[src/pvo_regs.vh]
// constants for the valley/float option register block
// assumes a host command port that presents a command code and 16-bit word
`ifndef PVO_REGS_VH
`define PVO_REGS_VH
`define PVO_CMD_SPARE       8'hE0
`define PVO_CMD_OPTIONS     8'hE5
`define PVO_SPARE_TOP_RST   4'h3
`define PVO_SPARE_USER_MSB  15
`define PVO_SPARE_USER_LSB  12
`define PVO_BIT_VALLEY_DIS  14
`define PVO_BIT_CH2_FLOAT   13
`define PVO_BIT_CH1_FLOAT   12
`define PVO_TRIM_RST        12'h000
`define PVO_OPT_RST         16'h7C00
`define PVO_OPT_HIGH_RST    8'h7C
`define PVO_OPT_MASK_RST    2'h0
`define PVO_OPT_HIGH_MASK   16'hFF00
`define PVO_OPT_LOW_MASK    2'h3
`define PVO_BIT_SMART       8
`define PVO_VALLEY_CLKS     2'h3
`define PVO_DRIVE_NS        20
`define PVO_CLK_NS          8
`define PVO_DRIVE_CYC       ((`PVO_DRIVE_NS + `PVO_CLK_NS - 1) / `PVO_CLK_NS)
`endif
[src/pvo_options_regs.v]
// option registers for a dual-channel step-down controller with valley and float-drive logic
// assumes a same-clock command port from the serial bus engine and nvm defaults loaded at reset
//
// Overview of operation
// - spare register bits 11..0 are trim; host writes never change them.
// - spare register powers up with top nibble 3; user bits take nvm defaults.
// - with limit enabled, valley active at most 3 clocks, then 4 clocks blocked.
// - with limit disabled, valley stays active while trigger persists.
// - on entering float, drive pin to selected level about 20 ns, then release.
// - bit 13 forces channel 2 float level low; else level follows stage mode.
// - bit 12 does the same for channel 1 float level.
// - options register resets to bits 14..10 set, others clear.
// - options high byte shared, all read/write and saveable.
`timescale 1ns/10ps
`include "pvo_regs.vh"

module pvo_options_regs (
  input  wire        clk,
  input  wire        reset,
  input  wire        clk_en,
  input  wire        nvm_valid,
  input  wire [15:0] nvm_spare,
  input  wire [15:0] nvm_options,
  input  wire [1:0]  nvm_low_ch,
  input  wire [11:0] trim_value,
  input  wire        cmd_write,
  input  wire        cmd_read,
  input  wire [7:0]  cmd_code,
  input  wire [1:0]  cmd_page,
  input  wire [15:0] cmd_wdata,
  input  wire [1:0]  valley_trigger,
  input  wire [1:0]  float_request,
  output reg  [15:0] cmd_rdata,
  output reg         cmd_ack,
  output reg  [15:0] spare_valley_hiz_config,
  output reg  [15:0] controller_options,
  output reg  [1:0]  valley_active,
  output reg  [1:0]  float_drive_en,
  output reg  [1:0]  float_level_low
);

  ////////////////////////////////////////////////////////////////////////
  // register state and next values
  reg  [3:0]  user_reg;
  reg  [3:0]  user_next;
  reg  [11:0] trim_reg;
  reg  [11:0] trim_next;
  reg  [7:0]  high_reg;
  reg  [7:0]  high_next;
  reg  [1:0]  mask_ch1_reg;
  reg  [1:0]  mask_ch1_next;
  reg  [1:0]  mask_ch2_reg;
  reg  [1:0]  mask_ch2_next;
  reg         load_done_reg;
  reg         load_done_next;
  reg         ack_next;
  reg  [15:0] rdata_next;
  reg  [15:0] spare_next;
  reg  [15:0] options_next;

  ////////////////////////////////////////////////////////////////////////
  // decode of the command port
  wire        hit_spare;
  wire        hit_opt;
  wire        wr_spare;
  wire        wr_opt;
  wire        wr_ch1;
  wire        wr_ch2;
  wire        page_ch1;
  wire        page_ch2;
  wire        nvm_take;
  wire        smart;
  wire        unlimited;
  wire [1:0]  force_low;
  wire [15:0] spare_word;
  wire [7:0]  low_ch1_byte;
  wire [7:0]  low_ch2_byte;
  wire [7:0]  low_sel_byte;

  assign hit_spare = (cmd_code == `PVO_CMD_SPARE);
  assign hit_opt   = (cmd_code == `PVO_CMD_OPTIONS);
  // page 3 reaches both channels; page 2 is treated as channel 1
  assign page_ch1  = !cmd_page[0] || (cmd_page == 2'h3);
  assign page_ch2  = cmd_page[0];
  // the nvm image is taken once and wins over a write in the same cycle
  assign nvm_take  = !load_done_reg && nvm_valid;
  assign wr_spare  = cmd_write && !nvm_take && hit_spare;
  assign wr_opt    = cmd_write && !nvm_take && hit_opt;
  assign wr_ch1    = wr_opt && page_ch1;
  assign wr_ch2    = wr_opt && page_ch2;

  ////////////////////////////////////////////////////////////////////////
  // fields that steer the channel logic
  assign smart        = high_reg[`PVO_BIT_SMART - 8];
  assign unlimited    = user_reg[`PVO_BIT_VALLEY_DIS - 12];
  assign force_low[0] = user_reg[`PVO_BIT_CH1_FLOAT - 12];
  assign force_low[1] = user_reg[`PVO_BIT_CH2_FLOAT - 12];

  ////////////////////////////////////////////////////////////////////////
  // read-back words
  // bit 15 of the spare word is never set, so it always reads 0
  assign spare_word   = {user_reg, trim_reg};
  assign low_ch1_byte = {6'h00, mask_ch1_reg};
  assign low_ch2_byte = {6'h00, mask_ch2_reg};
  assign low_sel_byte = page_ch2 ? low_ch2_byte : low_ch1_byte;

  ////////////////////////////////////////////////////////////////////////
  // next register contents
  always @* begin
    user_next      = user_reg;
    trim_next      = trim_reg;
    high_next      = high_reg;
    mask_ch1_next  = mask_ch1_reg;
    mask_ch2_next  = mask_ch2_reg;
    load_done_next = load_done_reg;
    if (nvm_take) begin
      load_done_next = 1'b1;
      // stored user bits replace the power-up nibble
      user_next      = {1'b0, nvm_spare[`PVO_SPARE_USER_MSB - 1:`PVO_SPARE_USER_LSB]};
      trim_next      = trim_value;
      high_next      = nvm_options[15:8];
      mask_ch1_next  = nvm_low_ch;
      mask_ch2_next  = nvm_low_ch;
    end
    if (wr_spare) begin
      user_next = {1'b0, cmd_wdata[`PVO_SPARE_USER_MSB - 1:`PVO_SPARE_USER_LSB]};
    end
    if (wr_opt) begin
      high_next = cmd_wdata[15:8];
    end
    // paged low byte, two writable bits
    if (wr_ch1) begin
      mask_ch1_next = cmd_wdata[1:0] & `PVO_OPT_LOW_MASK;
    end
    if (wr_ch2) begin
      mask_ch2_next = cmd_wdata[1:0] & `PVO_OPT_LOW_MASK;
    end
  end

  ////////////////////////////////////////////////////////////////////////
  // command response and mirrors
  always @* begin
    ack_next   = cmd_write | cmd_read;
    rdata_next = cmd_rdata;
    if (cmd_read) begin
      case (cmd_code)
        `PVO_CMD_SPARE:   rdata_next = spare_word;
        `PVO_CMD_OPTIONS: rdata_next = {high_reg, low_sel_byte};
        default:          rdata_next = 16'h0000;
      endcase
    end
    spare_next   = spare_word;
    // the mirror can show one page only; channel 1 was chosen
    options_next = {high_reg, low_ch1_byte};
  end

  ////////////////////////////////////////////////////////////////////////
  // register flops
  always @(posedge clk) begin
    if (reset) begin
      user_reg                <= `PVO_SPARE_TOP_RST;
      trim_reg                <= `PVO_TRIM_RST;
      high_reg                <= `PVO_OPT_HIGH_RST;
      mask_ch1_reg            <= `PVO_OPT_MASK_RST;
      mask_ch2_reg            <= `PVO_OPT_MASK_RST;
      load_done_reg           <= 1'b0;
      cmd_ack                 <= 1'b0;
      cmd_rdata               <= 16'h0000;
      spare_valley_hiz_config <= {`PVO_SPARE_TOP_RST, `PVO_TRIM_RST};
      controller_options      <= `PVO_OPT_RST;
    end else if (clk_en) begin
      user_reg                <= user_next;
      trim_reg                <= trim_next;
      high_reg                <= high_next;
      mask_ch1_reg            <= mask_ch1_next;
      mask_ch2_reg            <= mask_ch2_next;
      load_done_reg           <= load_done_next;
      cmd_ack                 <= ack_next;
      cmd_rdata               <= rdata_next;
      spare_valley_hiz_config <= spare_next;
      controller_options      <= options_next;
    end
  end

  ////////////////////////////////////////////////////////////////////////
  // per-channel valley limiter and float driver
  localparam [1:0] ST_IDLE  = 2'h0;
  localparam [1:0] ST_ACT   = 2'h1;
  localparam [1:0] ST_BLOCK = 2'h2;
  // drive time is rounded up to whole clocks so it is never shorter than asked
  localparam integer DRIVE_CYC_INT = `PVO_DRIVE_CYC;

  genvar ch;
  generate
    for (ch = 0; ch < 2; ch = ch + 1) begin : g_ch
      reg  [1:0] state_reg;
      reg  [1:0] state_next;
      reg  [1:0] cnt_reg;
      reg  [1:0] cnt_next;
      reg  [3:0] drv_reg;
      reg  [3:0] drv_next;
      reg        prev_reg;
      reg        active_next;
      reg        drive_next;
      wire       trig;
      wire       float_rise;
      wire       at_limit;

      assign trig       = valley_trigger[ch];
      assign float_rise = float_request[ch] && !prev_reg;
      assign at_limit   = (cnt_reg == `PVO_VALLEY_CLKS);

      always @* begin
        state_next  = state_reg;
        cnt_next    = cnt_reg;
        active_next = 1'b0;
        case (state_reg)
          ST_IDLE: begin
            if (trig) begin
              state_next  = ST_ACT;
              cnt_next    = 2'h1;
              active_next = 1'b1;
            end
          end
          ST_ACT: begin
            if (unlimited) begin
              active_next = trig;
              if (!trig) begin
                state_next = ST_IDLE;
              end else if (!at_limit) begin
                cnt_next = cnt_reg + 2'h1;
              end
            end else begin
              // three clocks then blocked; an early drop is blocked too
              active_next = trig && !at_limit;
              if (at_limit || !trig) begin
                state_next = ST_BLOCK;
                cnt_next   = 2'h1;
              end else begin
                cnt_next = cnt_reg + 2'h1;
              end
            end
          end
          ST_BLOCK: begin
            if (at_limit) begin
              state_next = ST_IDLE;
            end else begin
              cnt_next = cnt_reg + 2'h1;
            end
          end
          default: begin
            state_next = ST_IDLE;
          end
        endcase
      end

      always @* begin
        drv_next   = drv_reg;
        drive_next = 1'b0;
        if (float_rise) begin
          drv_next   = DRIVE_CYC_INT[3:0];
          drive_next = 1'b1;
        end else begin
          if (drv_reg != 4'h0) begin
            drv_next = drv_reg - 4'h1;
          end
          drive_next = (drv_reg > 4'h1);
        end
      end

      always @(posedge clk) begin
        if (reset) begin
          state_reg           <= ST_IDLE;
          cnt_reg             <= 2'h0;
          drv_reg             <= 4'h0;
          prev_reg            <= 1'b0;
          valley_active[ch]   <= 1'b0;
          float_drive_en[ch]  <= 1'b0;
          float_level_low[ch] <= 1'b1;
        end else if (clk_en) begin
          state_reg           <= state_next;
          cnt_reg             <= cnt_next;
          drv_reg             <= drv_next;
          prev_reg            <= float_request[ch];
          valley_active[ch]   <= active_next;
          float_drive_en[ch]  <= drive_next;
          float_level_low[ch] <= force_low[ch] | smart;
        end
      end

    end
  endgenerate

endmodule

[config.mk]
export PLATFORM = sky130hd
export DESIGN_NAME = pvo_options_regs
export DESIGN_NICKNAME = d
export VERILOG_FILES = /design/src/pvo_options_regs.v
export VERILOG_INCLUDE_DIRS = /design/src
export SDC_FILE = /design/constraint.sdc
export NUM_CORES = 1
export LEC_CHECK = 0
export BUFFER_PORTS_ARGS = -buffer_cell sky130_fd_sc_hd__buf_2
export CORE_ASPECT_RATIO = 1.4
export CORE_MARGIN = 3
export CORE_UTILIZATION = 55
export DETAILED_ROUTE_END_ITERATION = 8
export PLACE_DENSITY = 0.82
export SYNTH_ARGS = -nofsm -noshare
export SYNTH_HDL_FRONTEND = slang
export SYNTH_SLANG_ARGS = --single-unit
[constraint.sdc]
create_clock -name clk -period 2.38 [get_ports clk]
set_input_delay 0.476 -clock clk [delete_from_list [all_inputs] [get_ports clk]]
set_output_delay 0.476 -clock clk [all_outputs]
set_load 0.01 [all_outputs]
==> metrics.md <==
| Metric | Value |
|---|---|
| CTS tree | `built` |
| # rows | `38` |
| Rel. slew slack | `0.6057` |
| Root buffer cell | `clkbuf_8` |
| Routed via count | `4,122` |
| Final Util | `0.6750` |
| Min-Delay Path Class | `primary input to flop` |
| Placeable core area | `about 0.0078 mm^2` |
| Num CTS Buffers | `9` |
| Post CTS Setup Buffer Count | `0` |
| Period minus WS final | `between 1500 and 2000 ps` |
| Reg clk slew, reported paths | `80 ps` |
| Final hold vios | `0` |
| Required @ worst endpoint | `2640 ps` |
| # DRC | `0` |
| Area Growth Syn to Fin | `17.98%` |
| Synth Register Bits | `94` |
| Worst VDD drop | `0.4872 mV` |
| Top achievable clock speed | `~560 MHz` |
| Max-cap check violation count | `0` |
| Hold_buf cts | `0` |
| Final worst path period share | `0.7511` |
| Total die area | `0.009296 mm^2` |
| Detail Placement HPWL | `8.433 mm` |
| Yosys warns | `0` |
| Setup TNS | `0 ps` |
| Async S/R FF share, synth | `0` |
| Most frequent cell after synthesis | `dfxtp_1` |
| Clk buf depth | `2` |
| Remaining global-route overflow | `0` |
| Initial antenna violation count | `0` |
| RSZ-0062 raised after global routing | `false` |
| Number of enable flip-flop cells after synthesis | `0` |
| Commonest cells post-synth | `94 x dfxtp_1, 57 x nor2_1, 56 x nand2_1` |
| Layout cell share with drive strength beyond 1 | `0.2350` |
| Post-CTS resize count | `0` |
| Synth cell types | `57` |
| Final Slew Violations | `0` |
| Least-Margin Pin Slew | `590.0 ps` |
| Synth Cell Area | `0.004488 mm^2` |
| Die Ht | `112.9 um` |
| Outcome | `finished clean` |
| Startpoint types | `flop` |
| Die Width | `approximately 82 um` |
| Crit path capture type | `flop` |
| First-pass GRT wire length | `18.96 mm` |
| Sequential area share after synthesis | `0.4193` |
| Vias per inst | `about 5.7` |
| CTS H-tree lvls | `3` |
| Synth top area share | `0.4193` |
| Synth Flop Type | `dfxtp_1` |
| # IOs | `137` |
| Cell leakage power | `0.002242 uW` |
| Routed Antenna Nets | `0` |
| Worst-path fanout max | `8` |
| Clock Latency Late Sink | `360 ps` |
| Syn avg cell area | `8.715 um^2` |
| CTS sink cnt | `94` |
| FILL cells | `656` |
| Diode count | `0` |
| Hold slack final | `roughly 350 ps` |
| Routed WL | `11.60 mm` |
| Final Setup Violations | `0` |
| Cells after Synth | `515` |
| Pin count of the biggest net entering global routing | `66` |
| Routed WL per cell | `16.18 um` |
| Synth area leaders | `dfxtp_1 42%, mux2i_1 6.7%, ha_1 5.3%, nor2_1 4.8%, nand2_1 4.7%` |
| Nets | `between 700 and 800` |
| Vias in the first global route | `3,967` |
| Worst Setup Path Type | `flop to flop` |
| Final RePlAce weighted congestion | `about 0.85` |
| Starting Density | `0.5721` |
| Setup Skew | `6.619 ps` |
| Power Dens Cells | `approximately 620 mW/mm^2` |
| Total Routing Usage GR | `0.2620` |
| Drt initial violations | `about 230` |
| Yosys top cell by area | `dfxtp_1` |
| Max reg flops | `16` |
| DRT Pass-1 Iters | `5` |
| Port bufs | `about 100` |
| WP data arrival | `2050 ps` |
-- kinds of logic (layout without fill, tap and decap cells) --
kind of cell | count (synthesis) | in the layout | synth area share
AOI/OAI and AO/OA | 123 | 123 | 0.1929
adders and majority gates | 19 | 19 | 0.05297
buffers and inverters | 58 | 154 | 0.05715
muxes | 32 | 32 | 0.07193
and+or+nand+nor | 188 | 188 | 0.2049
other | 1 | 7 | 0.0008356
DFF | 94 | 94 | 0.4193
-- layout by cell type (no fill, tap or decap), drive strengths merged, types with 6 or more instances in the layout --
cell type / instances
nand2: 56
nor2: 57
nand3: 9
o21ai: 13
a311oi: 6
a22oi: 17
a21oi: 38
mux2i: 30
dfxtp: 94
nor3: 17
ha: 19
clkbuf: 13
a211oi: 11
nand2b: 14
nor2b: 8
buf: 117
conb: 7
inv: 21
-- routing by layer --
layer	vias to the layer above	routed length, um	track usage
li1	2007	-	-
met1	1917	4549	0.3154
met2	164	5874	0.4315
met3	34	803	0.05971
met4	0	375	0.1253
met5	-	0	0
-- stage by stage --
| step | total power, uW | instance area [um^2] | std cells | worst slack, ps |
|---|---|---|---|---|
| 3_5_place_dp | 2215 | 5094 | 701 | 382.0 |
| 6_report | 3266 | 5295 | 717 | 592.4 |
| 3_3_place_gp | 2189 | 5094 | 701 | 428.5 |
| 5_1_grt | 3410 | 5295 | 717 | 419.6 |
| 2_1_floorplan | 2051 | 4511 | 521 | 602.6 |
| 4_1_cts | 3270 | 5295 | 717 | 577.9 |
-- worst max-delay path: stages, from the launching register on --
cell and delay [ps]:
dfxtp_1 340, inv_1 110, ha_1 310, a21oi_1 100, o21ai_0 460, a311oi_1 90, a221oi_1 280
-- layout make-up --
class / instances / area [um^2] / share of cell area
multi-input cells: 369 / 2372 / 0.4480
flip-flops and latches: 94 / 1882 / 0.3554
well taps: 100 / 125.1 / 0.02363
clock buffers: 13 / 158.9 / 0.03001
inverters: 21 / 78.83 / 0.01489
repair buffers: 117 / 635.6 / 0.1200
clock inverters: 3 / 42.54 / 0.008034
-- power by group --
group          internal (uW)  switching [uW]
sequential              1640            62.3
combinational            203             282
clock                    543             535
total                   2390             880
-- final timing paths --
check | start | end | slack, ps | cells after the start
worst max register to register | g_ch[0].state_reg[1]$_SDFFE_PP0P_ | g_ch[0].cnt_reg[0]$_SDFFE_PP0P_ | 590 | 6
worst min-delay path | trim_value[4] | trim_reg[4]$_SDFFE_PP0P_ | 350 | 3
worst max-delay path | g_ch[0].state_reg[1]$_SDFFE_PP0P_ | g_ch[0].cnt_reg[0]$_SDFFE_PP0P_ | 590 | 6
worst min register to register | valley_active[0]$_SDFFE_PP0P_ | valley_active[0]$_SDFFE_PP0P_ | 460 | 2
Note: power is estimated with default switching activity, not from simulation.
